**config.mk**
```make
export PLATFORM = sky130hd
export DESIGN_NAME = uifc_regs
export DESIGN_NICKNAME = d
export VERILOG_FILES = /design/src/uifc_pkg.sv /design/src/uifc_regs.sv
export SDC_FILE = /design/constraint.sdc
export NUM_CORES = 1
export LEC_CHECK = 0
export BUFFER_PORTS_ARGS = -buffer_cell sky130_fd_sc_hd__buf_4
export CORE_ASPECT_RATIO = 0.75
export CORE_MARGIN = 3
export CORE_UTILIZATION = 51
export CTS_CLUSTER_SIZE = 40
export DETAILED_ROUTE_END_ITERATION = 10
export PLACE_DENSITY_LB_ADDON = 0.3
export SYNTH_ARGS = -nofsm -noshare
export SYNTH_HDL_FRONTEND = slang
export SYNTH_SLANG_ARGS = --single-unit
```
**constraint.sdc**
```tcl
create_clock -name clk -period 2.2 [get_ports clk]
set_input_delay 0.55 -clock clk [delete_from_list [all_inputs] [get_ports clk]]
set_output_delay 0.55 -clock clk [all_outputs]
set_load 0.05 [all_outputs]
```
**src/uifc_pkg.sv**
```systemverilog
// Purpose: Shared constants and carriers for the USB interface manager register bank
// Assumes: One 32-bit register word per offset, byte addresses as printed
// Notes: UTMI+ signal groups travel as packed structs
package uifc_pkg;
	localparam logic [7:0] PERIPH_NUM = 8'h01;
	localparam logic [7:0] OFS_RESET = 8'h00;
	localparam logic [7:0] OFS_CONTROL = 8'h04;
	localparam logic [7:0] OFS_DEV_ADDR = 8'h08;
	localparam logic [7:0] OFS_FUNC = 8'h0C;
	localparam logic [7:0] OFS_OTG_CTRL = 8'h10;
	localparam logic [7:0] OFS_OTG_STAT = 8'h14;
	localparam logic [7:0] OFS_SERIAL = 8'h18;
	localparam logic [7:0] OFS_FLAGS = 8'h1C;
	localparam logic [7:0] OFS_HOLD = 8'h20;
	localparam logic [7:0] OFS_PMASK = 8'h24;
	localparam logic [7:0] OFS_SOF = 8'h28;
	localparam logic [7:0] OFS_PID = 8'h2C;
	localparam logic [7:0] OFS_ENDP = 8'h30;
	localparam logic [7:0] OFS_EP_SPECIAL = 8'h34;
	localparam logic [7:0] OFS_OTG_MASK = 8'h38;
	localparam logic [7:0] OFS_PWRSIG = 8'h3C;
	localparam logic [7:0] OFS_PHY_CTRL = 8'h40;
	// Control register bits
	localparam int CTL_TOKEN_PROC = 0;
	localparam int CTL_TOKEN_CHECK = 1;
	localparam int CTL_LINE_DEC = 2;
	localparam int CTL_IF_TIMING = 4;
	localparam int CTL_PWRSIG = 5;
	localparam int CTL_SOF_TOKEN = 6;
	localparam int CTL_XEV_ACK = 7;
	localparam logic [7:0] CTL_WMASK = 8'hF7;
	localparam logic [7:0] CTL_RESET = 8'h00;
	localparam logic [6:0] DEV_ADDR_RESET = 7'h00;
	// Functional control
	localparam int FUNC_XCVR = 0;
	localparam int FUNC_TERM = 1;
	localparam int FUNC_OPMODE_LO = 2;
	localparam logic [2:0] OPMODE_RESET = 3'h1;
	localparam logic TERM_RESET = 1'b1;
	localparam logic XCVR_RESET = 1'b1;
	// On-the-go control
	localparam int OTG_ID_PULLUP = 0;
	localparam int OTG_DP_PULLDOWN = 1;
	localparam int OTG_DM_PULLDOWN = 2;
	localparam int OTG_DISCHRG = 3;
	localparam int OTG_CHRG = 4;
	localparam int OTG_DRV_EXT = 6;
	localparam int OTG_EXT_IND = 7;
	localparam logic [7:0] OTG_WMASK = 8'hDF;
	localparam logic [7:0] OTG_RESET = 8'h00;
	// Serial control
	localparam int SER_FSLS = 0;
	localparam int SER_TXEN_LOW = 1;
	localparam int SER_TXDAT = 2;
	localparam int SER_TXSE0 = 3;
	localparam int SER_RXDP = 4;
	localparam int SER_RXDM = 5;
	localparam int SER_RXRCV = 6;
	localparam logic [3:0] SER_RESET = 4'h2;
	// Signal flags
	localparam int FLG_RXERROR = 0;
	localparam int FLG_RXACTIVE = 1;
	localparam int FLG_CRC16 = 2;
	localparam int FLG_J = 3;
	localparam int FLG_K = 4;
	localparam int FLG_SE0 = 5;
	localparam int FLG_NEW_TOKEN = 6;
	localparam int NUM_FLAGS = 7;
	localparam logic [6:0] FLAGS_RESET = 7'h00;
	localparam logic [1:0] LS_SE0 = 2'h0;
	localparam logic [1:0] LS_J = 2'h1;
	localparam logic [1:0] LS_K = 2'h2;
	localparam logic [3:0] PID_SOF = 4'h5;
	localparam logic [4:0] EP_SPECIAL_TAG = 5'h10;
	localparam int NUM_PORTS = 4;
	localparam logic [31:0] ZERO_WORD = 32'h0000_0000;
	// Reset values of captured and plain storage words
	localparam logic [3:0] PID_RESET = 4'h0;
	localparam logic [4:0] ENDP_RESET = 5'h00;
	localparam logic [10:0] SOF_RESET = 11'h000;
	localparam logic [6:0] HOLD_RESET = 7'h00;
	localparam logic [31:0] PMASK_RESET = 32'h0000_0000;
	localparam logic [15:0] EP_SPECIAL_RESET = 16'h0000;
	localparam logic [31:0] OTG_MASK_RESET = 32'h0000_0000;
	localparam logic [8:0] PWRSIG_RESET = 9'h000;
	localparam logic [18:0] PHY_CTRL_RESET = 19'h00000;

	typedef struct packed {
		logic valid;
		logic write;
		logic [7:0] periph;
		logic [7:0] addr;
		logic is_32bit;
		logic [31:0] wdata;
	} uifc_req_s;

	typedef struct packed {
		logic valid;
		logic error;
		logic [31:0] rdata;
	} uifc_resp_s;

	typedef struct packed {
		logic [2:0] opmode;
		logic termselect;
		logic xcvrselect;
		logic chrgvbus;
		logic dischrgvbus;
		logic dmpulldown;
		logic dppulldown;
		logic identification_pullup;
		logic drive_bus_power_external;
		logic external_bus_power_indicator;
		logic txse0;
		logic txdat;
		logic transmit_enable_low;
		logic full_low_speed_serial_select;
	} uifc_utmi_ctrl_s;

	typedef struct packed {
		logic sessend;
		logic sessvld;
		logic vbusvld;
		logic hostdis;
		logic idgnd;
		logic sessvld_b;
		logic rxrcv;
		logic rxdm;
		logic rxdp;
		logic rxactive;
		logic rxerror;
		logic [1:0] linestate;
		logic crc16_fail;
	} uifc_utmi_stat_s;

	typedef struct packed {
		logic valid;
		logic [3:0] pid;
		logic pid_ok;
		logic crc5_ok;
		logic [6:0] addr;
		logic [3:0] endp;
	} uifc_token_s;
endpackage

```
**src/uifc_regs.sv**
```systemverilog
// Purpose: Register bank of the USB interface manager, reached as peripheral 1
// Assumes: Requests last one cycle; answer follows one cycle later
// Notes: A write to the reset word restores all bank state, not the transceiver

// Function
// - Only peripheral 1 and 32-bit accesses are accepted; narrow ones are refused, other peripherals get no answer.
// - Any 32-bit write to offset zero returns all bank state to initial values.
// - Control bit 0 enables token processing, bit 1 token checking.
// - Control bit 2 enables line-state decoding; bit 3 reads zero.
// - Control bit 4 enables interface timing, bit 5 power signalling.
// - Control bits 6 and 7 are mode enables; bits 31:8 read zero.
// - Seven-bit device address; only tokens to that address pass on.
// - Functional bits 4:2 drive operating mode, reset value 1.
// - Functional bit 1 drives termination select, bit 0 transceiver select.
// - OTG bits 4..1 drive bus charge, discharge, minus and plus pulldowns.
// - OTG bit 0 id pull-up, bit 6 external drive, bit 7 indicator.
// - OTG status word shows live transceiver session and id flags.
// - Serial bits 6..4 report differential, minus and plus receive lines.
// - Serial bit 3 drives single-ended-zero transmit, bit 2 transmit data.
// - Serial bit 1 is active-low transmit enable, reset to one.
// - Serial bit 0 selects full/low-speed serial mode; upper bits zero.
// - New-token flag sets only on good check, good identifier, matching address.
module uifc_regs (
	input wire logic clk,
	input wire logic rst,
	input wire uifc_pkg::uifc_req_s req,
	output uifc_pkg::uifc_resp_s resp,
	input wire uifc_pkg::uifc_utmi_stat_s utmi_stat,
	output uifc_pkg::uifc_utmi_ctrl_s utmi_ctrl,
	input wire uifc_pkg::uifc_token_s token,
	output logic token_pass,
	output logic [4:0] token_endpoint,
	output logic [3:0] port_flag,
	output logic [7:0] mode_enables
);
	logic [7:0] ctl_reg;
	logic [6:0] dev_addr_reg;
	logic [4:0] func_reg;
	logic [7:0] otg_reg;
	logic [3:0] ser_reg;
	logic [6:0] flags_reg;
	logic [6:0] flags_next;
	logic [6:0] hold_reg;
	logic [31:0] pmask_reg;
	logic [10:0] sof_reg;
	logic [3:0] pid_reg;
	logic [4:0] endp_reg;
	logic [15:0] ep_special_reg;
	logic [31:0] otg_mask_reg;
	logic [8:0] pwrsig_reg;
	logic [18:0] phy_ctrl_reg;
	logic rxactive_d_reg;
	logic accept;
	logic soft_rst;
	logic clr_all;
	logic token_good;
	logic [6:0] events;
	logic [6:0] flag_clear;
	logic packet_start;
	logic [31:0] rd_word;
	logic rd_hit;

	function automatic logic wr_to(input uifc_pkg::uifc_req_s r, input logic [7:0] ofs);
		wr_to = r.valid && r.write && r.periph == uifc_pkg::PERIPH_NUM && r.is_32bit
			&& r.addr == ofs;
	endfunction

	assign accept = req.valid && req.periph == uifc_pkg::PERIPH_NUM && req.is_32bit;
	assign soft_rst = wr_to(req, uifc_pkg::OFS_RESET);
	assign clr_all = rst || soft_rst;

	// Control word
	always_ff @(posedge clk) begin
		if (clr_all) begin
			ctl_reg <= uifc_pkg::CTL_RESET;
		end else if (wr_to(req, uifc_pkg::OFS_CONTROL)) begin
			ctl_reg <= req.wdata[7:0] & uifc_pkg::CTL_WMASK;
		end
	end
	assign mode_enables = ctl_reg;

	// Device address
	always_ff @(posedge clk) begin
		if (clr_all) begin
			dev_addr_reg <= uifc_pkg::DEV_ADDR_RESET;
		end else if (wr_to(req, uifc_pkg::OFS_DEV_ADDR)) begin
			dev_addr_reg <= req.wdata[6:0];
		end
	end

	// Functional control
	always_ff @(posedge clk) begin
		if (clr_all) begin
			func_reg <= {uifc_pkg::OPMODE_RESET, uifc_pkg::TERM_RESET, uifc_pkg::XCVR_RESET};
		end else if (wr_to(req, uifc_pkg::OFS_FUNC)) begin
			func_reg <= req.wdata[4:0];
		end
	end

	// On-the-go control
	always_ff @(posedge clk) begin
		if (clr_all) begin
			otg_reg <= uifc_pkg::OTG_RESET;
		end else if (wr_to(req, uifc_pkg::OFS_OTG_CTRL)) begin
			otg_reg <= req.wdata[7:0] & uifc_pkg::OTG_WMASK;
		end
	end

	// Serial control writable part
	always_ff @(posedge clk) begin
		if (clr_all) begin
			ser_reg <= uifc_pkg::SER_RESET;
		end else if (wr_to(req, uifc_pkg::OFS_SERIAL)) begin
			ser_reg <= req.wdata[3:0];
		end
	end

	// Transceiver control outputs
	always_comb begin
		utmi_ctrl.opmode = func_reg[uifc_pkg::FUNC_OPMODE_LO +: 3];
		utmi_ctrl.termselect = func_reg[uifc_pkg::FUNC_TERM];
		utmi_ctrl.xcvrselect = func_reg[uifc_pkg::FUNC_XCVR];
		utmi_ctrl.chrgvbus = otg_reg[uifc_pkg::OTG_CHRG];
		utmi_ctrl.dischrgvbus = otg_reg[uifc_pkg::OTG_DISCHRG];
		utmi_ctrl.dmpulldown = otg_reg[uifc_pkg::OTG_DM_PULLDOWN];
		utmi_ctrl.dppulldown = otg_reg[uifc_pkg::OTG_DP_PULLDOWN];
		utmi_ctrl.identification_pullup = otg_reg[uifc_pkg::OTG_ID_PULLUP];
		utmi_ctrl.drive_bus_power_external = otg_reg[uifc_pkg::OTG_DRV_EXT];
		utmi_ctrl.external_bus_power_indicator = otg_reg[uifc_pkg::OTG_EXT_IND];
		utmi_ctrl.txse0 = ser_reg[uifc_pkg::SER_TXSE0];
		utmi_ctrl.txdat = ser_reg[uifc_pkg::SER_TXDAT];
		utmi_ctrl.transmit_enable_low = ser_reg[uifc_pkg::SER_TXEN_LOW];
		utmi_ctrl.full_low_speed_serial_select = ser_reg[uifc_pkg::SER_FSLS];
	end

	// Token filter
	assign token_good = token.valid && ctl_reg[uifc_pkg::CTL_TOKEN_PROC]
		&& token.crc5_ok && token.pid_ok && token.addr == dev_addr_reg;

	always_ff @(posedge clk) begin
		if (clr_all) begin
			token_pass <= 1'b0;
			token_endpoint <= uifc_pkg::ENDP_RESET;
		end else begin
			token_pass <= token_good;
			if (token_good) begin
				token_endpoint <= ep_special_reg[token.endp] ?
					({1'b0, token.endp} | uifc_pkg::EP_SPECIAL_TAG) : {1'b0, token.endp};
			end
		end
	end

	// Last identifier, endpoint and frame number
	always_ff @(posedge clk) begin
		if (clr_all) begin
			pid_reg <= uifc_pkg::PID_RESET;
			endp_reg <= uifc_pkg::ENDP_RESET;
		end else if (token.valid && ctl_reg[uifc_pkg::CTL_TOKEN_PROC]) begin
			pid_reg <= token.pid;
			if (token_good) begin
				endp_reg <= {1'b1, token.endp};
			end
		end
	end

	always_ff @(posedge clk) begin
		if (clr_all) begin
			sof_reg <= uifc_pkg::SOF_RESET;
		end else if (token.valid && token.pid == uifc_pkg::PID_SOF && token.crc5_ok) begin
			sof_reg <= {token.endp, token.addr};
		end else if (wr_to(req, uifc_pkg::OFS_SOF)) begin
			sof_reg <= req.wdata[10:0];
		end
	end

	// Signal flags
	always_ff @(posedge clk) begin
		if (clr_all) begin
			rxactive_d_reg <= 1'b0;
		end else begin
			rxactive_d_reg <= utmi_stat.rxactive;
		end
	end
	assign packet_start = utmi_stat.rxactive && !rxactive_d_reg;

	always_comb begin
		events = 7'h00;
		events[uifc_pkg::FLG_RXERROR] = utmi_stat.rxerror;
		events[uifc_pkg::FLG_RXACTIVE] = utmi_stat.rxactive;
		events[uifc_pkg::FLG_CRC16] = utmi_stat.crc16_fail;
		if (ctl_reg[uifc_pkg::CTL_LINE_DEC]) begin
			events[uifc_pkg::FLG_J] = utmi_stat.linestate == uifc_pkg::LS_J;
			events[uifc_pkg::FLG_K] = utmi_stat.linestate == uifc_pkg::LS_K;
			events[uifc_pkg::FLG_SE0] = utmi_stat.linestate == uifc_pkg::LS_SE0;
		end
		events[uifc_pkg::FLG_NEW_TOKEN] = token_good;
		flag_clear = wr_to(req, uifc_pkg::OFS_FLAGS) ? req.wdata[6:0] : 7'h00;
	end

	genvar gi;
	generate
		for (gi = 0; gi < uifc_pkg::NUM_FLAGS; gi++) begin : g_flag
			always_comb begin
				if (hold_reg[gi]) begin
					flags_next[gi] = events[gi] || (flags_reg[gi] && !flag_clear[gi]);
				end else if (gi <= uifc_pkg::FLG_RXACTIVE) begin
					flags_next[gi] = events[gi];
				end else begin
					flags_next[gi] = events[gi]
						|| (flags_reg[gi] && !flag_clear[gi] && !packet_start);
				end
			end
		end
		for (gi = 0; gi < uifc_pkg::NUM_PORTS; gi++) begin : g_port
			always_ff @(posedge clk) begin
				if (clr_all) begin
					port_flag[gi] <= 1'b0;
				end else begin
					port_flag[gi] <= |(flags_next & pmask_reg[gi*8 +: 7]);
				end
			end
		end
	endgenerate

	always_ff @(posedge clk) begin
		if (clr_all) begin
			flags_reg <= uifc_pkg::FLAGS_RESET;
		end else begin
			flags_reg <= flags_next;
		end
	end

	// Flag hold select
	always_ff @(posedge clk) begin
		if (clr_all) begin
			hold_reg <= uifc_pkg::HOLD_RESET;
		end else if (wr_to(req, uifc_pkg::OFS_HOLD)) begin
			hold_reg <= req.wdata[6:0];
		end
	end

	// Flag port masks
	always_ff @(posedge clk) begin
		if (clr_all) begin
			pmask_reg <= uifc_pkg::PMASK_RESET;
		end else if (wr_to(req, uifc_pkg::OFS_PMASK)) begin
			pmask_reg <= req.wdata;
		end
	end

	// Special endpoint select
	always_ff @(posedge clk) begin
		if (clr_all) begin
			ep_special_reg <= uifc_pkg::EP_SPECIAL_RESET;
		end else if (wr_to(req, uifc_pkg::OFS_EP_SPECIAL)) begin
			ep_special_reg <= req.wdata[15:0];
		end
	end

	// On-the-go status mask
	always_ff @(posedge clk) begin
		if (clr_all) begin
			otg_mask_reg <= uifc_pkg::OTG_MASK_RESET;
		end else if (wr_to(req, uifc_pkg::OFS_OTG_MASK)) begin
			otg_mask_reg <= req.wdata;
		end
	end

	// Power signalling word
	always_ff @(posedge clk) begin
		if (clr_all) begin
			pwrsig_reg <= uifc_pkg::PWRSIG_RESET;
		end else if (wr_to(req, uifc_pkg::OFS_PWRSIG)) begin
			pwrsig_reg <= req.wdata[8:0];
		end
	end

	// Transceiver control word
	always_ff @(posedge clk) begin
		if (clr_all) begin
			phy_ctrl_reg <= uifc_pkg::PHY_CTRL_RESET;
		end else if (wr_to(req, uifc_pkg::OFS_PHY_CTRL)) begin
			phy_ctrl_reg <= req.wdata[18:0];
		end
	end

	// Read decode
	always_comb begin
		rd_word = uifc_pkg::ZERO_WORD;
		rd_hit = 1'b1;
		case (req.addr)
			uifc_pkg::OFS_RESET: rd_word = uifc_pkg::ZERO_WORD;
			uifc_pkg::OFS_CONTROL: rd_word = {24'h000000, ctl_reg};
			uifc_pkg::OFS_DEV_ADDR: rd_word = {25'h0000000, dev_addr_reg};
			uifc_pkg::OFS_FUNC: rd_word = {27'h0000000, func_reg};
			uifc_pkg::OFS_OTG_CTRL: rd_word = {24'h000000, otg_reg};
			uifc_pkg::OFS_OTG_STAT: begin
				rd_word = {26'h0000000, utmi_stat.sessvld_b, utmi_stat.idgnd,
					utmi_stat.hostdis, utmi_stat.vbusvld, utmi_stat.sessvld,
					utmi_stat.sessend};
			end
			uifc_pkg::OFS_SERIAL: begin
				rd_word = {25'h0000000, utmi_stat.rxrcv, utmi_stat.rxdm, utmi_stat.rxdp,
					ser_reg};
			end
			uifc_pkg::OFS_FLAGS: rd_word = {25'h0000000, flags_reg};
			uifc_pkg::OFS_HOLD: rd_word = {25'h0000000, hold_reg};
			uifc_pkg::OFS_PMASK: rd_word = pmask_reg;
			uifc_pkg::OFS_SOF: rd_word = {21'h000000, sof_reg};
			uifc_pkg::OFS_PID: rd_word = {28'h0000000, pid_reg};
			uifc_pkg::OFS_ENDP: rd_word = {27'h0000000, endp_reg};
			uifc_pkg::OFS_EP_SPECIAL: rd_word = {16'h0000, ep_special_reg};
			uifc_pkg::OFS_OTG_MASK: rd_word = otg_mask_reg;
			uifc_pkg::OFS_PWRSIG: rd_word = {23'h000000, pwrsig_reg};
			uifc_pkg::OFS_PHY_CTRL: rd_word = {13'h0000, phy_ctrl_reg};
			default: rd_hit = 1'b0;
		endcase
	end

	// Answer one cycle after the request
	always_ff @(posedge clk) begin
		if (rst) begin
			resp <= '0;
		end else begin
			resp.valid <= req.valid && req.periph == uifc_pkg::PERIPH_NUM;
			resp.error <= req.valid && req.periph == uifc_pkg::PERIPH_NUM
				&& (!req.is_32bit || !rd_hit);
			resp.rdata <= (accept && !req.write && rd_hit) ? rd_word : uifc_pkg::ZERO_WORD;
		end
	end
endmodule

```
Word level (Yosys, flattened, before mapping)
Index checks and enable logic that the tools add are counted.
{"block": "totals", "reg_bits": 217, "inputBits": 85, "output_inout_bits": 68, "wordCells": 145}
{"block": "classes", "magnitude_cmp": 1, "eq_ne": 21, "muxes": 16, "bitwise": 5, "reduce_logical": 77}
{"op": "32-bit case mux with 16 select lines", "count": 1}
{"op": "8-bit by 6-bit equality test with 1-bit output, second input constant", "count": 8}
{"op": "1-bit logical AND", "count": 41}
{"op": "8-bit by 5-bit equality test with 1-bit output, second input constant", "count": 4}
{"op": "7-bit AND", "count": 4}
{"op": "7-bit OR reduction", "count": 4}
{"op": "11-bit two-way mux", "count": 2}
{"op": "17-bit OR reduction", "count": 1}
{"op": "8-bit by 4-bit equality test with 1-bit output, second input constant", "count": 2}
{"op": "1-bit logical OR", "count": 14}
{"op": "1-bit zero test", "count": 12}
{"op": "1-bit two-way mux", "count": 9}
{"op": "8-bit by 1-bit equality test with 1-bit output, second input constant", "count": 1}
{"op": "8-bit by 3-bit equality test with 1-bit output, second input constant", "count": 1}
{"op": "8-bit by 7-bit equality test with 1-bit output, second input constant", "count": 1}
{"op": "8-bit zero test", "count": 1}
{"op": "7-bit equality test", "count": 1}
{"op": "7-bit two-way mux", "count": 1}
{"op": "4-bit by 5-bit less-than comparator with 1-bit output, second input constant", "count": 1}
{"op": "5-bit two-way mux", "count": 1}
{"op": "1-bit binary-select mux with 4-bit select", "count": 1}
{"op": "4-bit by 3-bit equality test with 1-bit output, second input constant", "count": 1}
{"op": "3-bit two-way mux", "count": 1}
{"op": "2-bit by 1-bit equality test with 1-bit output, second input constant", "count": 1}
{"op": "6 further kinds", "count": 6}

Longest topological paths before layout
{"block": "depth", "word_depth": 12, "depth_mapped": 10, "ltp_nobuf": 5}

Worst setup path after synthesis
Ideal clock, no wire load.
{"block": "synth_timing", "path_kind": "register -> register", "from": "register ctl_reg[0], in the netlist mode_enables[0]", "to": "register token_endpoint[0]", "setup_ns": 0.128, "arrival_ns": 2.251, "t_required_ns": 2.072, "setup_slack_ns": -0.179, "path_stages_with_launch": 8, "path_buffers": 2, "period_less_slack_ns": 2.379, "cell_sequence": "dfxtp_1 buf_2 nand4_1 or4_1 or2_2 buf_2 mux2i_1 nor2_1"}
{"block": "synth_between", "elab_chain_cells": 4}
{"item": "from (decl)", "line_no": "uifc_regs.sv:36", "source": "logic [7:0] ctl_reg;"}
{"item": "from (signal assigned)", "line_no": "uifc_regs.sv:75", "source": "ctl_reg <= uifc_pkg::CTL_RESET;"}
{"item": "from (signal assigned)", "line_no": "uifc_regs.sv:77", "source": "ctl_reg <= req.wdata[7:0] & uifc_pkg::CTL_WMASK;"}
{"item": "1-bit logical AND", "line_no": "uifc_regs.sv:137", "source": "assign token_good = token.valid && ctl_reg[uifc_pkg::CTL_TOKEN_PROC]"}
{"item": "1-bit logical AND (3 in series)", "line_no": "uifc_regs.sv:138", "source": "&& token.crc5_ok && token.pid_ok && token.addr == dev_addr_reg;"}
{"item": "to (signal assigned)", "line_no": "uifc_regs.sv:143", "source": "token_endpoint <= uifc_pkg::ENDP_RESET;"}
{"item": "to (signal assigned)", "line_no": "uifc_regs.sv:147", "source": "token_endpoint <= ep_special_reg[token.endp] ?"}
{"item": "to (decl)", "line_no": "uifc_regs.sv:32", "source": "output logic [4:0] token_endpoint,"}
No other way between the ends.
A chain may end at the register's enable or synchronous reset.

Final worst setup path
{"block": "layout_timing", "from": "input port req[38] (netlist name)", "to": "register port_flag[0]"}
{"block": "layout_between", "elab_chain_cells": 10, "word_cells_on_any_way": 46, "cone_classes": "eq/ne (1); mux (8); bitwise (1); reduce/logical (36)"}
{"item": "from (decl)", "line_no": "uifc_regs.sv:26", "source": "input wire uifc_pkg::uifc_req_s req,"}
{"item": "8-bit by 5-bit equality test with 1-bit output", "line_no": "uifc_regs.sv:65", "source": "&& r.addr == ofs;"}
{"item": "1-bit logical AND", "line_no": "uifc_regs.sv:65"}
{"item": "7-bit two-way mux", "line_no": "uifc_regs.sv:197", "source": "flag_clear = wr_to(req, uifc_pkg::OFS_FLAGS) ? req.wdata[6:0] : 7'h00;"}
{"item": "1-bit zero test", "line_no": "uifc_regs.sv:205, uifc_regs.sv:210"}
{"item": "1-bit logical AND", "line_no": "uifc_regs.sv:205, uifc_regs.sv:210"}
{"item": "1-bit logical AND", "line_no": "uifc_regs.sv:210", "source": "|| (flags_reg[gi] && !flag_clear[gi] && !packet_start);"}
{"item": "1-bit logical OR", "line_no": "uifc_regs.sv:210"}
{"item": "1-bit two-way mux", "line_no": "uifc_regs.sv:204", "source": "if (hold_reg[gi]) begin"}
{"item": "7-bit AND", "line_no": "uifc_regs.sv:219", "source": "port_flag[gi] <= |(flags_next & pmask_reg[gi*8 +: 7]);"}
{"item": "7-bit OR reduction", "line_no": "uifc_regs.sv:219"}
{"item": "to (signal, indexed assignment)", "line_no": "uifc_regs.sv:219"}
{"item": "to (decl)", "line_no": "uifc_regs.sv:33", "source": "output logic [3:0] port_flag,"}
Several ways; a longest one is shown, not always the timed one.

==> impl_results.md <==
- Final Cycle Share: 96.1%
- Slowest cell delay on critical path: about 0.50 ns
- Routed wire length: 33800 µm
- Pre-CTS setup slack: -0.369 ns
- N_diodes: 0
- Worst Setup SP: req[38]
- R2r worst-path depth: 5
- Setup WS post-layout: 0.0859 ns
- Crit path launch type: primary input
- Adder-cell area share of the yosys netlist: 0%
- LEAKAGE: 4.62 nW
- Share of layout cells above drive strength 1: 25.8%
- Initial DRT Pass Iterations: 5
- Cell Pwr Density: 704 mW/mm²
- Area share of the largest cell type after synthesis: 46.4%
- Peak supply drop: about 580 µV
- Seq/Total Area, Yosys: 46.4%
- Post-CTS setup buffers: 0
- Die W: approximately 160 µm
- Worst-path fanout max: 5
- RSZ-0062 raised after global routing: no
- Maximum operating frequency: about 470 MHz
- Yosys warnings: 0
- Vias/cell: 6.05
- Initial antenna violation count: 0
- Register bit total from synthesis: 217
- Total track usage: 33.0%
- Hold Path Depth: 3
- Final Setup Violations: 0
- Total grt overflow: 0
- Max reg flops: 34
- Buffers added on ports: 151
- Largest family of logic cells by synthesized area: simple AND/OR/NAND/NOR gates
- Crit-path cells: buf_4 > or4b_1 > buf_4 > nor4_2 > a31oi_1 > a22oi_1 > a41oi_1
- Buf/Inv on CP: 2
- Delay-heaviest family, CP: simple AND/OR/NAND/NOR gates
- Final worst clock skew: 0.0155 ns
- Worst setup EP type: flip-flop
- Synthesis-to-finish area growth: 33.0%
- Synth Area in Compound Gates: between 10% and 20%
- # Max-Cap Violations: 0
- Longest Clk Path Bufs: 3
- Die Y: 123 µm
- Yosys cell types: 64
- H-tree levels: 1
- Worst Path Arrival: 2.49 ns
- Wire per inst: 21.0 µm
- Syn Inst Count: approximately 1100
- Skew-Pair Late Insertion Delay: 0.52 ns
- Via Count: a little under 10000
- Largest net degree at the start of global routing: 27
- CTS Buf Count: 22
- CTS tree: done
- Core Area: 0.0178 mm²
- Ys async rst share: 0%
- Syn nets: 1222
- Synth area leaders: dfxtp_1, nand2_1, a21oi_1
- Reg-to-reg startpoint: mode_enables[0]$_SDFFE_PP0P_
- Min Clock Period, post-route: approximately 2.1 ns
- Synthesized area per cell: 8.23 µm²
- Mux share of post-synthesis cell area: under 10%
- First-pass GRT wire length: 51600 µm
- Worst Max-Slew Pin Slew: ~0.8 ns
- Most frequent cells in the layout: nand2_1, buf_4, dfxtp_1
- Antenna Nets Post-Route: 0
- Initial drt markers: 1391
- Hold Fails Final Rpt: 0
- Initial core utilization: a little over half
- Die Area: 0.0200 mm²
- Reg-to-reg slack, setup: 0.16 ns
- Crit path to: port_flag[0]$_SDFF_PP0_
- # DRC: 0
- Worst Setup Path Type: in2reg
- # rows: 42
- CP Depth: 7
- Xor/xnor share of the synthesized area: 0.655%
- Synth Area in Simple Gates: 22.5%
- Clk sink count: about 220
- Hold WC Path Type: in2reg
- Max-slew violation count: 0
- Slew Limit Headroom: 47.9%
- Most frequent CP cell: buf_4
- Synth Flop Type: dfxtp_1
- Worst r2r dst: endp_reg[1]$_SDFFE_PP0P_
- Gpl congestion: slightly below 1
- CTS clock-pin slew for the worst setup and hold paths: roughly 0.060 ns
- Final HPWL DP: around 24000 µm
- Number of synthesized flops with an enable pin: 0
- Status: finished, final reports clean
- Final Core Density: 69.8%
- Synth area leader: dfxtp_1
- Boundary Pins: 153
- Vias in the first global route: between 8000 and 9000
- Root Driver: clkbuf_16
- Layout Nets: between 1000 and 1500
- Cell area after synthesis: between 0.009 and 0.01 mm²
- Most common cell after layout, fill and taps aside: nand2_1
- Critical-path top delay cell: or4b_1
- Worst Path Required: 2.58 ns
-- report_power, final --
part | internal, mW | leakage (nW) | switching (mW)
Sequential | 3.93 | 1.75 | 0.00580
Clock | 2.68 | 0.401 | 1.62
Combinational | 0.236 | 2.47 | 0.289
Total | 6.85 | 4.62 | 1.91
-- synth_stat cells (all sizes together), types with 3 or more instances --
| master | count |
|---|---|
| nand2 | 314 |
| dfxtp | 217 |
| a21oi | 170 |
| nor2 | 63 |
| buf | 55 |
| a22oi | 51 |
| clkbuf | 37 |
| mux2i | 34 |
| nand3 | 21 |
| o21ai | 17 |
| a31oi | 14 |
| and2 | 14 |
| a211oi | 13 |
| nor4 | 10 |
| nor3 | 9 |
| a22o | 8 |
| mux4 | 8 |
| a222oi | 7 |
| nor4b | 6 |
| a41oi | 5 |
| inv | 5 |
| a32oi | 4 |
| and3 | 4 |
| or3b | 4 |
| xnor2 | 4 |
| nor2b | 3 |
| xor2 | 3 |
-- per-stage QoR --
stage	area (µm²)	TNS (ns)	std cells	hold slack (ns)	total power, mW
2_1_floorplan	9450	-0.456	1137	0.427	4.22
3_3_place_gp	11600	-44.24	1565	0.436	4.53
3_5_place_dp	11600	-47.91	1565	0.439	4.54
4_1_cts	12400	0	1605	0.290	8.76
5_1_grt	12400	0	1605	0.297	8.97
6_report	12400	0	1605	0.296	8.76
-- area by class of cell --
cell class / instances / area, µm²
Fill cell: 1419 / 5380
Multi-Input combinational cell: 823 / 4600
Timing Repair Buffer: 278 / 2340
Clock buffer: 25 / 562
Sequential cell: 217 / 4350
Inverter: 5 / 18.8
Tap cell: 242 / 303
Clock inverter: 15 / 270
-- worst reg2reg max path: stages (launching register included) --
cell     delay (ns)
dfxtp_4        0.34
nand4_1        0.14
or4_1          0.67
or2_2          0.53
mux2i_1        0.22
nor2_1         0.06
-- logic make-up after synthesis --
kind of cell,count (synthesis)
AND/OR/NAND/NOR,468
AO/OA/AOI/OAI,304
flip-flops,217
buffers and inverters,97
multiplexers,43
XOR/XNOR,7
other,1
-- per-layer routing --
metal,vias up,share of wire (%),track usage [%]
met5,-,0,0
met3,80,13,7.94
met4,0,2.6,9.22
li1,4401,-,-
met2,692,42,48.9
met1,4532,42,48.1
-- worst min path at each step --
| stage | from | endpoint | slack (ns) |
|---|---|---|---|
| after floorplan | endp_reg[4]$_SDFFE_PP0P_ | endp_reg[4]$_SDFFE_PP0P_ | 0.43 |
| after global placement | otg_mask_reg[16]$_SDFFE_PP0P_ | otg_mask_reg[16]$_SDFFE_PP0P_ | 0.44 |
| after detailed placement | endp_reg[4]$_SDFFE_PP0P_ | endp_reg[4]$_SDFFE_PP0P_ | 0.44 |
| after CTS | req[17] | pmask_reg[17]$_SDFFE_PP0P_ | 0.29 |
| after global routing | req[31] | pmask_reg[31]$_SDFFE_PP0P_ | 0.30 |
| final | req[31] | otg_mask_reg[31]$_SDFFE_PP0P_ | 0.30 |
-- what timing repair did --
action | CTS | global route
resized for setup | 0 | 1
endpoints found under the setup margin | 0 | 4
hold buffers | 0 | 0
Note: power is estimated with default switching activity, not from simulation.
